==> src/include/dmaic_consts.svh <==
// register offsets, field positions and reset values of the dma index/irq block
// assumes word-addressed 8-bit register port with 16-bit data
`ifndef DMAIC_CONSTS_SVH
`define DMAIC_CONSTS_SVH

`define DMAIC_NCHAN        6
`define DMAIC_AW           8
`define DMAIC_DW           16

// global registers
`define DMAIC_OFF_ELEM_ADJ0  8'h00
`define DMAIC_OFF_ELEM_ADJ1  8'h01
`define DMAIC_OFF_FRAME_ADJ0 8'h02
`define DMAIC_OFF_FRAME_ADJ1 8'h03
`define DMAIC_OFF_PRIO_EN    8'h04
`define DMAIC_OFF_IRQ_STAT   8'h05
`define DMAIC_OFF_IRQ_MASK   8'h06

// per-channel block: base + channel * stride + field offset
`define DMAIC_CHAN_BASE      8'h10
`define DMAIC_CHAN_STRIDE    8'h08
`define DMAIC_CH_MODE        3'h0
`define DMAIC_CH_SYNC        3'h1
`define DMAIC_CH_COUNT       3'h2
`define DMAIC_CH_RELOAD      3'h3
`define DMAIC_CH_SRC         3'h4
`define DMAIC_CH_DST         3'h5

// mode control fields
`define DMAIC_MODE_DST_SEL   0
`define DMAIC_MODE_SRC_SEL   1
`define DMAIC_MODE_SRC_ADJ   2
`define DMAIC_MODE_DST_ADJ   3
`define DMAIC_MODE_AUTOBUF   13
`define DMAIC_MODE_IRQ_MODE  14
`define DMAIC_MODE_IEN       15

// sync/frame-count fields
`define DMAIC_SYNC_HI        15
`define DMAIC_SYNC_LO        12
`define DMAIC_FRAME_HI       7
`define DMAIC_FRAME_LO       0

// priority/enable fields
`define DMAIC_PREC_EN_HI     5
`define DMAIC_PREC_ROUTE_HI  11
`define DMAIC_PREC_ROUTE_LO  10

// sync codes
`define DMAIC_SYNC_NONE      4'h0
`define DMAIC_SYNC_PORT_LO   4'h1
`define DMAIC_SYNC_VA_LO     4'h7
`define DMAIC_SYNC_VA_HI     4'hC
`define DMAIC_SYNC_TIMER     4'hD
`define DMAIC_SYNC_EXT3      4'hE

`define DMAIC_ROUTE_RESET    2'h0

`endif

==> src/include/dmaic_pkg.sv <==
// types shared by the dma index/irq block
// assumes dmaic_consts.svh holds every number but the word width and route codes below
package dmaic_pkg;

  typedef logic [15:0] dmaic_word_t;

  // routing of the shared cpu interrupt lines
  typedef enum logic [1:0]
  {
    DMAIC_ROUTE_PORTS = 2'h0,
    DMAIC_ROUTE_MIXED = 2'h1,
    DMAIC_ROUTE_CHANS = 2'h2,
    DMAIC_ROUTE_RSVD  = 2'h3
  } dmaic_route_t;

endpackage

==> src/rtl/dmaic_ctrl.sv <==
// six-channel dma address indexing, pacing and interrupt routing
// assumes a transfer engine reports each element read on elem_done
//
// Implementation choices: the plain strobed port and the register offsets.
`timescale 1ns/1ps
`include "dmaic_consts.svh"

module dmaic_ctrl
  import dmaic_pkg::*;
(
  // clock and reset
  input  wire logic                        clk,
  input  wire logic                        reset,
  input  wire logic                        ce,
  // register port
  input  wire logic [`DMAIC_AW-1:0]        reg_addr,
  input  wire logic [`DMAIC_DW-1:0]        reg_wdata,
  input  wire logic                        reg_wr,
  input  wire logic                        reg_rd,
  output logic      [`DMAIC_DW-1:0]        reg_rdata,
  // sync events, index 0..2 = serial port 0..2
  input  wire logic [2:0]                  port_rx_evt,
  input  wire logic [2:0]                  port_tx_evt,
  input  wire logic [2:0]                  port_rx_evt_va,
  input  wire logic [2:0]                  port_tx_evt_va,
  input  wire logic                        timer_evt,
  input  wire logic                        ext3_evt,
  // transfer engine
  output logic      [`DMAIC_NCHAN-1:0]     chan_go,
  input  wire logic [`DMAIC_NCHAN-1:0]     elem_done,
  // serial port interrupts sharing cpu lines
  input  wire logic                        port2_rx_irq,
  input  wire logic                        port2_tx_irq,
  input  wire logic                        port1_rx_irq,
  input  wire logic                        port1_tx_irq,
  // cpu interrupt lines
  output logic                             cpu_irq_6,
  output logic                             cpu_irq_7,
  output logic                             cpu_irq_10,
  output logic                             cpu_irq_11,
  output logic                             chan4_irq,
  output logic                             chan5_irq,
  output logic                             dma_irq
);

  localparam int NC = `DMAIC_NCHAN;

  dmaic_word_t elem_adj_0;
  dmaic_word_t elem_adj_1;
  dmaic_word_t frame_adj_0;
  dmaic_word_t frame_adj_1;
  dmaic_word_t chan_mode_ctrl       [NC];
  dmaic_word_t sync_frame_count_reg [NC];
  dmaic_word_t elem_counter         [NC];
  dmaic_word_t elem_reload          [NC];
  dmaic_word_t chan_src_addr        [NC];
  dmaic_word_t chan_dst_addr        [NC];
  logic [NC-1:0]  chan_enable;
  dmaic_route_t   irq_route_sel;
  logic [NC-1:0]  irq_status;
  logic [NC-1:0]  irq_mask;
  logic [NC-1:0]  sync_pending;
  logic [NC-1:0]  sync_hit;
  logic [NC-1:0]  irq_event;
  logic [NC-1:0]  block_end;
  logic [NC-1:0]  chan_irq;

  // per-channel register hit
  function automatic logic chan_hit(input logic [7:0] addr, input int ch,
                                    input logic [2:0] fld);
    logic [7:0] base;
    base = `DMAIC_CHAN_BASE + 8'(ch) * `DMAIC_CHAN_STRIDE;
    return addr == (base + {5'h00, fld});
  endfunction

  // signed post-adjustment of an address from a selected index set
  function automatic dmaic_word_t adjust(input dmaic_word_t addr, input logic last,
                                         input logic sel);
    dmaic_word_t amount;
    if (last)
      amount = sel ? frame_adj_1 : frame_adj_0;
    else
      amount = sel ? elem_adj_1 : elem_adj_0;
    return dmaic_word_t'($signed(addr) + $signed(amount));
  endfunction

  wire logic wr = ce & reg_wr;

  // pacing event per channel
  always_comb
  begin
    for (int c = 0; c < NC; c++)
    begin
      logic [3:0] code;
      code = sync_frame_count_reg[c][`DMAIC_SYNC_HI:`DMAIC_SYNC_LO];
      case (code)
        4'h1:    sync_hit[c] = port_rx_evt[0];
        4'h2:    sync_hit[c] = port_tx_evt[0];
        4'h3:    sync_hit[c] = port_rx_evt[2];
        4'h4:    sync_hit[c] = port_tx_evt[2];
        4'h5:    sync_hit[c] = port_rx_evt[1];
        4'h6:    sync_hit[c] = port_tx_evt[1];
        4'h7:    sync_hit[c] = port_rx_evt_va[0];
        4'h8:    sync_hit[c] = port_tx_evt_va[0];
        4'h9:    sync_hit[c] = port_rx_evt_va[2];
        4'hA:    sync_hit[c] = port_tx_evt_va[2];
        4'hB:    sync_hit[c] = port_rx_evt_va[1];
        4'hC:    sync_hit[c] = port_tx_evt_va[1];
        `DMAIC_SYNC_TIMER: sync_hit[c] = timer_evt;
        `DMAIC_SYNC_EXT3:  sync_hit[c] = ext3_evt;
        default: sync_hit[c] = 1'b0; // reserved code never paces
      endcase
    end
  end

  // element/frame bookkeeping decisions
  always_comb
  begin
    for (int c = 0; c < NC; c++)
    begin
      logic last;
      logic autobuf;
      logic half;
      last    = elem_counter[c] == 16'h0000;
      autobuf = chan_mode_ctrl[c][`DMAIC_MODE_AUTOBUF];
      half    = elem_counter[c] == {1'b0, elem_reload[c][15:1]} + 16'h0001;
      block_end[c] = elem_done[c] & last & ~autobuf &
                     (sync_frame_count_reg[c][`DMAIC_FRAME_HI:`DMAIC_FRAME_LO] == 8'h00);
      irq_event[c] = 1'b0;
      if (elem_done[c] && chan_mode_ctrl[c][`DMAIC_MODE_IEN])
      begin
        if (autobuf)
          irq_event[c] = last | (half & chan_mode_ctrl[c][`DMAIC_MODE_IRQ_MODE]);
        else if (chan_mode_ctrl[c][`DMAIC_MODE_IRQ_MODE])
          irq_event[c] = last;
        else
          irq_event[c] = block_end[c];
      end
    end
  end

  // global index registers
  always_ff @(posedge clk)
  begin
    if (reset)
    begin
      elem_adj_0  <= 16'h0000;
      elem_adj_1  <= 16'h0000;
      frame_adj_0 <= 16'h0000;
      frame_adj_1 <= 16'h0000;
    end
    else if (wr)
    begin
      if (reg_addr == `DMAIC_OFF_ELEM_ADJ0)
        elem_adj_0 <= reg_wdata;
      if (reg_addr == `DMAIC_OFF_ELEM_ADJ1)
        elem_adj_1 <= reg_wdata;
      if (reg_addr == `DMAIC_OFF_FRAME_ADJ0)
        frame_adj_0 <= reg_wdata;
      if (reg_addr == `DMAIC_OFF_FRAME_ADJ1)
        frame_adj_1 <= reg_wdata;
    end
  end

  // channel enables and routing; a finished block drops its enable
  always_ff @(posedge clk)
  begin
    if (reset)
    begin
      chan_enable   <= '0;
      irq_route_sel <= dmaic_route_t'(`DMAIC_ROUTE_RESET);
    end
    else if (ce)
    begin
      if (wr && reg_addr == `DMAIC_OFF_PRIO_EN)
      begin
        chan_enable   <= reg_wdata[`DMAIC_PREC_EN_HI:0];
        irq_route_sel <= dmaic_route_t'(reg_wdata[`DMAIC_PREC_ROUTE_HI:`DMAIC_PREC_ROUTE_LO]);
      end
      else
        chan_enable <= chan_enable & ~block_end;
    end
  end

  // per-channel control and software-loaded counters
  always_ff @(posedge clk)
  begin
    if (reset)
    begin
      for (int c = 0; c < NC; c++)
      begin
        chan_mode_ctrl[c] <= 16'h0000;
        elem_reload[c]    <= 16'h0000;
      end
    end
    else if (wr)
    begin
      for (int c = 0; c < NC; c++)
      begin
        if (chan_hit(reg_addr, c, `DMAIC_CH_MODE))
          chan_mode_ctrl[c] <= reg_wdata;
        if (chan_hit(reg_addr, c, `DMAIC_CH_RELOAD))
          elem_reload[c] <= reg_wdata;
      end
    end
  end

  // counters and addresses; a software write overrides the same-cycle update
  always_ff @(posedge clk)
  begin
    if (reset)
    begin
      for (int c = 0; c < NC; c++)
      begin
        sync_frame_count_reg[c] <= 16'h0000;
        elem_counter[c]         <= 16'h0000;
        chan_src_addr[c]        <= 16'h0000;
        chan_dst_addr[c]        <= 16'h0000;
      end
    end
    else if (ce)
    begin
      for (int c = 0; c < NC; c++)
      begin
        logic last;
        last = elem_counter[c] == 16'h0000;
        if (elem_done[c])
        begin
          if (chan_mode_ctrl[c][`DMAIC_MODE_SRC_ADJ])
            chan_src_addr[c] <= adjust(chan_src_addr[c], last,
                                       chan_mode_ctrl[c][`DMAIC_MODE_SRC_SEL]);
          if (chan_mode_ctrl[c][`DMAIC_MODE_DST_ADJ])
            chan_dst_addr[c] <= adjust(chan_dst_addr[c], last,
                                       chan_mode_ctrl[c][`DMAIC_MODE_DST_SEL]);
          if (!last)
            elem_counter[c] <= elem_counter[c] - 16'h0001;
          else
          begin
            elem_counter[c] <= elem_reload[c];
            if (!block_end[c] && !chan_mode_ctrl[c][`DMAIC_MODE_AUTOBUF])
              sync_frame_count_reg[c][7:0] <= sync_frame_count_reg[c][7:0] - 8'h01;
          end
        end
        if (wr && chan_hit(reg_addr, c, `DMAIC_CH_SYNC))
          sync_frame_count_reg[c] <= reg_wdata;
        if (wr && chan_hit(reg_addr, c, `DMAIC_CH_COUNT))
          elem_counter[c] <= reg_wdata;
        if (wr && chan_hit(reg_addr, c, `DMAIC_CH_SRC))
          chan_src_addr[c] <= reg_wdata;
        if (wr && chan_hit(reg_addr, c, `DMAIC_CH_DST))
          chan_dst_addr[c] <= reg_wdata;
      end
    end
  end

  // latched sync events; a new event beats the consuming element
  always_ff @(posedge clk)
  begin
    if (reset)
      sync_pending <= '0;
    else if (ce)
      sync_pending <= (sync_pending & ~elem_done) | sync_hit;
  end

  always_comb
  begin
    for (int c = 0; c < NC; c++)
    begin
      logic unsync;
      unsync = sync_frame_count_reg[c][`DMAIC_SYNC_HI:`DMAIC_SYNC_LO] == `DMAIC_SYNC_NONE;
      chan_go[c] = chan_enable[c] & (unsync | sync_pending[c]);
    end
  end

  // sticky status, write one to clear, set wins
  always_ff @(posedge clk)
  begin
    if (reset)
    begin
      irq_status <= '0;
      irq_mask   <= '0;
    end
    else if (ce)
    begin
      if (wr && reg_addr == `DMAIC_OFF_IRQ_STAT)
        irq_status <= (irq_status & ~reg_wdata[NC-1:0]) | irq_event;
      else
        irq_status <= irq_status | irq_event;
      if (wr && reg_addr == `DMAIC_OFF_IRQ_MASK)
        irq_mask <= reg_wdata[NC-1:0];
    end
  end

  assign chan_irq = irq_status & irq_mask;

  // cpu line routing, registered
  always_ff @(posedge clk)
  begin
    if (reset)
    begin
      cpu_irq_6  <= 1'b0;
      cpu_irq_7  <= 1'b0;
      cpu_irq_10 <= 1'b0;
      cpu_irq_11 <= 1'b0;
      chan4_irq  <= 1'b0;
      chan5_irq  <= 1'b0;
      dma_irq    <= 1'b0;
    end
    else if (ce)
    begin
      case (irq_route_sel)
        DMAIC_ROUTE_MIXED:
        begin
          cpu_irq_6  <= port2_rx_irq;
          cpu_irq_7  <= port2_tx_irq;
          cpu_irq_10 <= chan_irq[2];
          cpu_irq_11 <= chan_irq[3];
        end
        DMAIC_ROUTE_CHANS:
        begin
          cpu_irq_6  <= chan_irq[0];
          cpu_irq_7  <= chan_irq[1];
          cpu_irq_10 <= chan_irq[2];
          cpu_irq_11 <= chan_irq[3];
        end
        default:
        begin
          // reserved code behaves as reset routing
          cpu_irq_6  <= port2_rx_irq;
          cpu_irq_7  <= port2_tx_irq;
          cpu_irq_10 <= port1_rx_irq;
          cpu_irq_11 <= port1_tx_irq;
        end
      endcase
      chan4_irq <= chan_irq[4];
      chan5_irq <= chan_irq[5];
      dma_irq   <= |chan_irq;
    end
  end

  // read port, data valid the cycle after the strobe only
  always_ff @(posedge clk)
  begin
    if (reset)
      reg_rdata <= 16'h0000;
    else if (ce)
    begin
      reg_rdata <= 16'h0000;
      if (reg_rd)
      begin
        case (reg_addr)
          `DMAIC_OFF_ELEM_ADJ0:  reg_rdata <= elem_adj_0;
          `DMAIC_OFF_ELEM_ADJ1:  reg_rdata <= elem_adj_1;
          `DMAIC_OFF_FRAME_ADJ0: reg_rdata <= frame_adj_0;
          `DMAIC_OFF_FRAME_ADJ1: reg_rdata <= frame_adj_1;
          `DMAIC_OFF_PRIO_EN:    reg_rdata <= {4'h0, irq_route_sel, 4'h0, chan_enable};
          `DMAIC_OFF_IRQ_STAT:   reg_rdata <= {10'h000, irq_status};
          `DMAIC_OFF_IRQ_MASK:   reg_rdata <= {10'h000, irq_mask};
          default:
          begin
            for (int c = 0; c < NC; c++)
            begin
              if (chan_hit(reg_addr, c, `DMAIC_CH_MODE))
                reg_rdata <= chan_mode_ctrl[c];
              if (chan_hit(reg_addr, c, `DMAIC_CH_SYNC))
                reg_rdata <= sync_frame_count_reg[c];
              if (chan_hit(reg_addr, c, `DMAIC_CH_COUNT))
                reg_rdata <= elem_counter[c];
              if (chan_hit(reg_addr, c, `DMAIC_CH_RELOAD))
                reg_rdata <= elem_reload[c];
              if (chan_hit(reg_addr, c, `DMAIC_CH_SRC))
                reg_rdata <= chan_src_addr[c];
              if (chan_hit(reg_addr, c, `DMAIC_CH_DST))
                reg_rdata <= chan_dst_addr[c];
            end
          end
        endcase
      end
    end
  end

endmodule // dmaic_ctrl

==> config.mk <==
export PLATFORM = sky130hd
export DESIGN_NAME = dmaic_ctrl
export DESIGN_NICKNAME = d
export VERILOG_FILES = /design/src/include/dmaic_pkg.sv /design/src/rtl/dmaic_ctrl.sv
export VERILOG_INCLUDE_DIRS = /design/src /design/src/include
export SDC_FILE = /design/constraint.sdc
export NUM_CORES = 2
export LEC_CHECK = 0
export ABC_AREA = 1
export BUFFER_PORTS_ARGS = -buffer_cell sky130_fd_sc_hd__buf_2
export CAP_MARGIN = 10
export CORE_MARGIN = 2
export CORE_UTILIZATION = 45
export CTS_CLUSTER_DIAMETER = 50
export DETAILED_ROUTE_END_ITERATION = 8
export HOLD_SLACK_MARGIN = 0.08
export PLACE_DENSITY = 0.59
export SLEW_MARGIN = 20
export SYNTH_ARGS = -nofsm -noshare
export SYNTH_HDL_FRONTEND = slang
export SYNTH_SLANG_ARGS = --single-unit
==> constraint.sdc <==
create_clock -name clk -period 12.2 [get_ports clk]
set_clock_uncertainty 0.1 [all_clocks]
set_input_delay 3.66 -clock clk [delete_from_list [all_inputs] [get_ports clk]]
set_output_delay 3.66 -clock clk [all_outputs]
set_load 0.02 [all_outputs]
### Word-level counts from Yosys, hierarchy flattened

Memory sizes are Yosys's and may differ from the RTL's.
Cells that the tools add are included.

* bits in registers: 113
* bits in latches: 0
* RAM bits: 576
* bits in read-only memories: 0
* bits of input ports: 53
* output and inout port bits: 29
* logic and storage cells: 922
* memories: 6

* add/subtract/negate cells: 30
* $mul: 0
* divide/modulo/power cells: 0
* magnitude comparators: 0
* equality and inequality tests: 134
* shift-type cells: 0
* mux-type cells: 526
* bitwise logic cells: 131
* reductions and logical operators: 78

Memory list
* chan_dst_addr: words 6, width 16, read ports 6, clocked after memory_dff 0, wr ports 6, line dmaic_ctrl.sv:57 `dmaic_word_t chan_dst_addr [NC];`
* chan_mode_ctrl: words 6, width 16, read ports 6, clocked after memory_dff 0, wr ports 6, line dmaic_ctrl.sv:52 `dmaic_word_t chan_mode_ctrl [NC];`
* chan_src_addr: words 6, width 16, read ports 6, clocked after memory_dff 0, wr ports 6, line dmaic_ctrl.sv:56 `dmaic_word_t chan_src_addr [NC];`
* elem_counter: words 6, width 16, read ports 6, clocked after memory_dff 0, wr ports 6, line dmaic_ctrl.sv:54 `dmaic_word_t elem_counter [NC];`
* elem_reload: words 6, width 16, read ports 6, clocked after memory_dff 0, wr ports 6, line dmaic_ctrl.sv:55 `dmaic_word_t elem_reload [NC];`
* sync_frame_count_reg: words 6, width 16, read ports 6, clocked after memory_dff 0, wr ports 6, line dmaic_ctrl.sv:53 `dmaic_word_t sync_frame_count_reg [NC];`

Operator list (number)
* $mux W16: 175
* $mux W1: 324
* $add A16 B16 Y16: 12
* $eq A8 B6 Y1 const B: 24
* $eq A4 B4 Y1 const B: 42
* $mux W8: 18
* $pmux W16 S7: 1
* $add A15 B1 Y16 const B: 6
* $eq A16 B16 Y1: 6
* $eq A4 B3 Y1 const B: 24
* $eq A8 B5 Y1 const B: 12
* $logic_not A16 Y1: 6
* $sub A16 B1 Y16 const B: 6
* $or A1 B1 Y1: 84
* $pmux W1 S14: 6
* $logic_not A8 Y1: 7
* $eq A4 B2 Y1 const B: 12
* $sub A8 B1 Y8 const B: 6
* $logic_and A1 B1 Y1: 39
* $and A1 B1 Y1: 31
* $and A6 B6 Y6: 4
* $eq A4 B1 Y1 const B: 6
* $eq A8 B3 Y1 const B: 3
* $logic_not A4 Y1: 6
* 12 further kinds: 39

### Longest topological paths before layout

* word-level depth: 39
* mapped depth: 37
* gate-level depth less buffers: 36

### Worst setup path after synthesis

Ideal clock, no wire load.

* kind: input -> register
* from: input reg_addr[6]
* to: memory chan_mode_ctrl[5][0] (netlist name) (enable)
* library setup time: 0.411 ns
* arrival: 5.939 ns
* setup slack: 5.750 ns
* stages on the path: 9
* path buffers: 2
* cells stage by stage: inv_1 > nand2_1 > nor2_1 > inv_1 > clkbuf_1 > nor2_1 > inv_1 > clkbuf_1 > o21ai_0

RTL lines
* start: declaration: line dmaic_ctrl.sv:16 `` input wire logic [`DMAIC_AW-1:0] reg_addr, ``
* end: declaration: line dmaic_ctrl.sv:52

==> flow_summary.html <==
<table>
<tr><th>Metric</th><th>Value</th></tr>
<tr><th colspan="2">Status</th></tr>
<tr><td>Status</td><td>finished with violations</td></tr>
<tr><td>Violations in the final reports</td><td>DRC</td></tr>
<tr><th colspan="2">Min path</th></tr>
<tr><td>Hold Path Cell Cnt</td><td>2</td></tr>
<tr><td>Worst hold path class</td><td>register to register</td></tr>
<tr><td>Endpoint with the worst hold slack</td><td>cpu_irq_11</td></tr>
<tr><td>Startpoint of the tightest hold check path</td><td>cpu_irq_11</td></tr>
<tr><th colspan="2">Setup path</th></tr>
<tr><td>Crit path launch type</td><td>primary input</td></tr>
<tr><td>Worst EP arrival</td><td>7.98 ns</td></tr>
<tr><td>Reg-to-reg startpoint</td><td>elem_counter[5][0]</td></tr>
<tr><td>Worst-path cell with the longest stage delay</td><td>sky130_fd_sc_hd__nor2_1</td></tr>
<tr><td>Worst R2R Path Depth</td><td>35</td></tr>
<tr><td>Most frequent cell on the critical path</td><td>sky130_fd_sc_hd__nand2_1</td></tr>
<tr><td>Worst Setup Path Type</td><td>primary input to register</td></tr>
<tr><td>Register-to-register path setup slack</td><td>6.12 ns</td></tr>
<tr><td>RR Endpoint</td><td>chan_src_addr[5][14]</td></tr>
<tr><td>Delay of the slowest cell on the worst path</td><td>0.70 ns</td></tr>
<tr><td>Critical Path, Cell by Cell</td><td>buf_2 -&gt; buf_4 -&gt; inv_2 -&gt; nor2_1 -&gt; nand2_1 -&gt; buf_4 -&gt; nor2_1 -&gt; inv_2 -&gt; nand2_1 -&gt; clkinv_1 -&gt; nand2_1</td></tr>
<tr><td>Critical Path End Type</td><td>register</td></tr>
<tr><td>Critical-path maximum fanout</td><td>37</td></tr>
<tr><td>Data required, critical path</td><td>12.44 ns</td></tr>
<tr><th colspan="2">Logic synthesis</th></tr>
<tr><td>Mean cell area of the mapped netlist</td><td>7.25 sq um</td></tr>
<tr><td>Syn nets</td><td>7446</td></tr>
<tr><td>Combined area of all synthesized cells</td><td>0.0521 sq mm</td></tr>
<tr><td>Syn. warnings</td><td>0</td></tr>
<tr><td>Number of flip-flops and latches in the synthesized netlist</td><td>689</td></tr>
<tr><td>Library cells used by synthesis</td><td>71</td></tr>
<tr><td>Synthesized netlist cell count</td><td>7182</td></tr>
<tr><td>Async S/R FF share, synth</td><td>0</td></tr>
<tr><td>Cell accounting for the most synthesized area</td><td>sky130_fd_sc_hd__edfxtp_1</td></tr>
<tr><td>Dominant cells by area after synthesis</td><td>sky130_fd_sc_hd__edfxtp_1 33%, sky130_fd_sc_hd__nand2_1 12%, sky130_fd_sc_hd__o21ai_0 6.9%</td></tr>
<tr><td>Most instantiated flip-flop cell in the synthesis netlist</td><td>sky130_fd_sc_hd__edfxtp_1</td></tr>
<tr><td>EDFF count, synth</td><td>576</td></tr>
<tr><td>Top-area cell type share of the netlist area</td><td>0.332</td></tr>
<tr><td>Fraction of the yosys area taken by sequential cells</td><td>0.376</td></tr>
<tr><th colspan="2">Clock network</th></tr>
<tr><td>Clock tree from TritonCTS</td><td>built</td></tr>
<tr><td>Number of buffers between clock root and the deepest sink</td><td>3</td></tr>
<tr><td>Root cell of the clock tree</td><td>sky130_fd_sc_hd__clkbuf_16</td></tr>
<tr><td>Count of buffers added by post-CTS timing repair for setup</td><td>0</td></tr>
<tr><td>Clock transition at the registers of the reported paths</td><td>0.05 ns</td></tr>
<tr><td>TritonCTS Buffers</td><td>104</td></tr>
<tr><td>Count of cells resized by post-cts repair</td><td>0</td></tr>
<tr><td>Clock latency of the later-clocked register in the worst-skew pair</td><td>0.72 ns</td></tr>
<tr><td>Count of hold buffers inserted by post-cts repair</td><td>0</td></tr>
<tr><td>Maximum level of the CTS H-tree</td><td>3</td></tr>
<tr><td>Clk sink count</td><td>689</td></tr>
<tr><th colspan="2">Pwr</th></tr>
<tr><td>Leakage power</td><td>24.1 nW</td></tr>
<tr><td>Peak supply drop</td><td>117 uV</td></tr>
<tr><td>Power per Cell Area</td><td>115 mW/mm^2</td></tr>
<tr><th colspan="2">Drt</th></tr>
<tr><td>Average wire per standard cell</td><td>27.1 microns</td></tr>
<tr><td>Via-per-instance ratio</td><td>6.23</td></tr>
<tr><td>First-pass DRT Iterations</td><td>9</td></tr>
<tr><td>Post-route ant nets</td><td>0</td></tr>
<tr><td>Total wire length</td><td>235 mm</td></tr>
<tr><td>Remaining routing DRC violations</td><td>15</td></tr>
<tr><td>Violation count after the first detailed-routing iteration</td><td>8745</td></tr>
<tr><td>Number of vias after detailed routing</td><td>54093</td></tr>
<tr><th colspan="2">Global routing</th></tr>
<tr><td>Number of antenna violations at the first check in global routing</td><td>4</td></tr>
<tr><td>Grt ovf</td><td>0</td></tr>
<tr><td>Via count of the first global-routing pass</td><td>47894</td></tr>
<tr><td>Wire length of the first global-routing pass</td><td>332 mm</td></tr>
<tr><td>Total routing resource utilization after global routing</td><td>0.385</td></tr>
<tr><td>Maximum number of pins on one net before global-route repair</td><td>81</td></tr>
<tr><th colspan="2">Floorplanning</th></tr>
<tr><td>Total core area</td><td>0.115 sq mm</td></tr>
<tr><td>Die outline area</td><td>0.118 sq mm</td></tr>
<tr><td>I/O pin total</td><td>82</td></tr>
<tr><td>Floorplan die width</td><td>344 microns</td></tr>
<tr><td>Number of rows created at floorplan</td><td>124</td></tr>
<tr><td>Die Height</td><td>344 microns</td></tr>
<tr><td>Starting density of the core</td><td>0.455</td></tr>
<tr><th colspan="2">Timing</th></tr>
<tr><td>Slew at the pin with the worst max-slew slack</td><td>1.24 ns</td></tr>
<tr><td>Final number of max-transition violations</td><td>0</td></tr>
<tr><td>Worst slack on hold paths</td><td>0.360 ns</td></tr>
<tr><td>Total negative setup slack</td><td>0 ns</td></tr>
<tr><td>Final count of hold timing violations</td><td>0</td></tr>
<tr><td>Top achievable clock speed</td><td>0.129 GHz</td></tr>
<tr><td>Setup repair after global routing missed its margin</td><td>no</td></tr>
<tr><td>Number of setup violations in the final report</td><td>0</td></tr>
<tr><td>Worst relative slew slack</td><td>0.170</td></tr>
<tr><td>Share of the cycle needed by the critical path after routing</td><td>0.634</td></tr>
<tr><td>Final critical-path required period</td><td>7.74 ns</td></tr>
<tr><th colspan="2">Placement</th></tr>
<tr><td>Port Buf Inserts</td><td>81</td></tr>
<tr><td>Final Wtd Congestion</td><td>1.01</td></tr>
<tr><td>HPWL Detailed</td><td>166 mm</td></tr>
<tr><th colspan="2">Cells and area</th></tr>
<tr><td>Area taken by multi-input logic gates</td><td>0.0277 sq mm</td></tr>
<tr><td>Area taken by flip-flops and latches</td><td>0.0196 sq mm</td></tr>
<tr><td>Number of nets in the layout</td><td>7345</td></tr>
<tr><td>Signed area change from the synthesized netlist to the final layout</td><td>9.86%</td></tr>
<tr><td>Leading cell types in the layout, fill and taps excluded</td><td>1597 x sky130_fd_sc_hd__nand2_1, 830 x sky130_fd_sc_hd__inv_1, 723 x sky130_fd_sc_hd__nor2_1, 707 x sky130_fd_sc_hd__o21ai_0, 576 x sky130_fd_sc_hd__edfxtp_1</td></tr>
<tr><td>Leading cell type in the layout, fill and taps excluded</td><td>sky130_fd_sc_hd__nand2_1</td></tr>
<tr><td>Fraction of layout instances using a drive strength above 1</td><td>0.0695</td></tr>
<tr><td>Number of fill cells in the layout</td><td>11337</td></tr>
<tr><th colspan="2">Flow run</th></tr>
<tr><td>Max-cap violations</td><td>0</td></tr>
</table>
==> critical path, delay by kind of cell <==
kind / cells / cell delay, ns
buf+inv: 6 / 1.88
simple gates: 5 / 2.38
==> layout make-up <==
class,instances,area share
flip-flops and latches,689,0.342
multi-input cells,5209,0.484
clock buffers,117,0.0472
clock inverters,76,0.0137
well taps,1512,0.0331
repair buffers,200,0.0227
diodes,3,0.000131
inverters,877,0.0576
==> synth_stat cells, types with 4 or more instances <==
cell type	count
sky130_fd_sc_hd__ha_1	199
sky130_fd_sc_hd__and2_1	7
sky130_fd_sc_hd__dfxtp_1	113
sky130_fd_sc_hd__nor4_1	19
sky130_fd_sc_hd__edfxtp_1	576
sky130_fd_sc_hd__o2111ai_1	6
sky130_fd_sc_hd__buf_2	17
sky130_fd_sc_hd__nand3_1	318
sky130_fd_sc_hd__o21ai_0	719
sky130_fd_sc_hd__o32ai_1	46
sky130_fd_sc_hd__a21oi_1	370
sky130_fd_sc_hd__nor3_1	91
sky130_fd_sc_hd__fa_1	12
sky130_fd_sc_hd__o21bai_1	11
sky130_fd_sc_hd__buf_1	16
sky130_fd_sc_hd__nand3b_1	4
sky130_fd_sc_hd__xor2_1	155
sky130_fd_sc_hd__o211ai_1	213
sky130_fd_sc_hd__nor2_2	9
sky130_fd_sc_hd__a21oi_2	8
sky130_fd_sc_hd__a21o_1	30
sky130_fd_sc_hd__or2_2	54
sky130_fd_sc_hd__or2_1	6
sky130_fd_sc_hd__nand2_1	1600
sky130_fd_sc_hd__o221ai_1	13
sky130_fd_sc_hd__clkbuf_1	368
sky130_fd_sc_hd__nor2_1	728
sky130_fd_sc_hd__xnor2_1	105
sky130_fd_sc_hd__inv_1	847
sky130_fd_sc_hd__o31ai_1	7
sky130_fd_sc_hd__a221oi_1	10
sky130_fd_sc_hd__or2_0	4
sky130_fd_sc_hd__inv_2	12
sky130_fd_sc_hd__clkinv_1	18
sky130_fd_sc_hd__a211oi_1	5
sky130_fd_sc_hd__buf_4	4
sky130_fd_sc_hd__nand4_1	116
sky130_fd_sc_hd__o22ai_1	251
sky130_fd_sc_hd__a31oi_1	41
==> kinds of logic after synthesis <==
kind of cell	count (synthesis)	synth area share
compound gates	1764	0.198
simple gates	2974	0.236
buf+inv	1284	0.0935
flops	689	0.376
fa+ha+maj	211	0.0524
xor+xnor	260	0.0437
==> worst max-delay path by stage <==
stage | startpoint | end | slack, ns | cells after the start
floorplan | reg_addr[6] | chan_mode_ctrl[5][0] | 5.75 | 9
global placement | ce | elem_counter[0][5] | 4.10 | 11
detailed placement | ce | elem_counter[0][5] | 3.94 | 11
CTS | ce | elem_counter[0][1] | 4.69 | 11
global route | ce | elem_counter[0][1] | 4.38 | 11
finish | ce | elem_counter[0][8] | 4.46 | 11
==> metrics by stage <==
stage          total power, mW  worst slack [ns]   util  instances  area [sq um]
3_5_place_dp              3.50              3.94  0.469       8487         53700
3_3_place_gp              3.49              4.10  0.469       8487         53700
5_1_grt                   6.71              4.38  0.500       8680         57200
2_1_floorplan             3.20              5.75      -       7182         52100
4_1_cts                   6.54              4.69  0.500       8680         57200
6_report                  6.57              4.46  0.500       8683         57200
==> routing by layer <==
metal | routed length [microns] | vias up | part of all wire | GRT usage
met5 | 22 | - | 0.000094 | 0
met4 | 15700 | 4 | 0.067 | 0.219
met2 | 97000 | 3596 | 0.41 | 0.557
li1 | - | 24308 | - | -
met3 | 30100 | 762 | 0.13 | 0.0840
met1 | 92300 | 25423 | 0.39 | 0.531
==> where the power goes <==
| part | total (mW) | switching, mW | internal, mW | leakage, nW |
|---|---|---|---|---|
| clock network | 3.08 | 1.25 | 1.84 | 1.67 |
| registers | 2.79 | 0.130 | 2.66 | 6.70 |
| logic | 0.695 | 0.508 | 0.187 | 15.7 |
No activity file was read; power rests on OpenSTA's default activity.
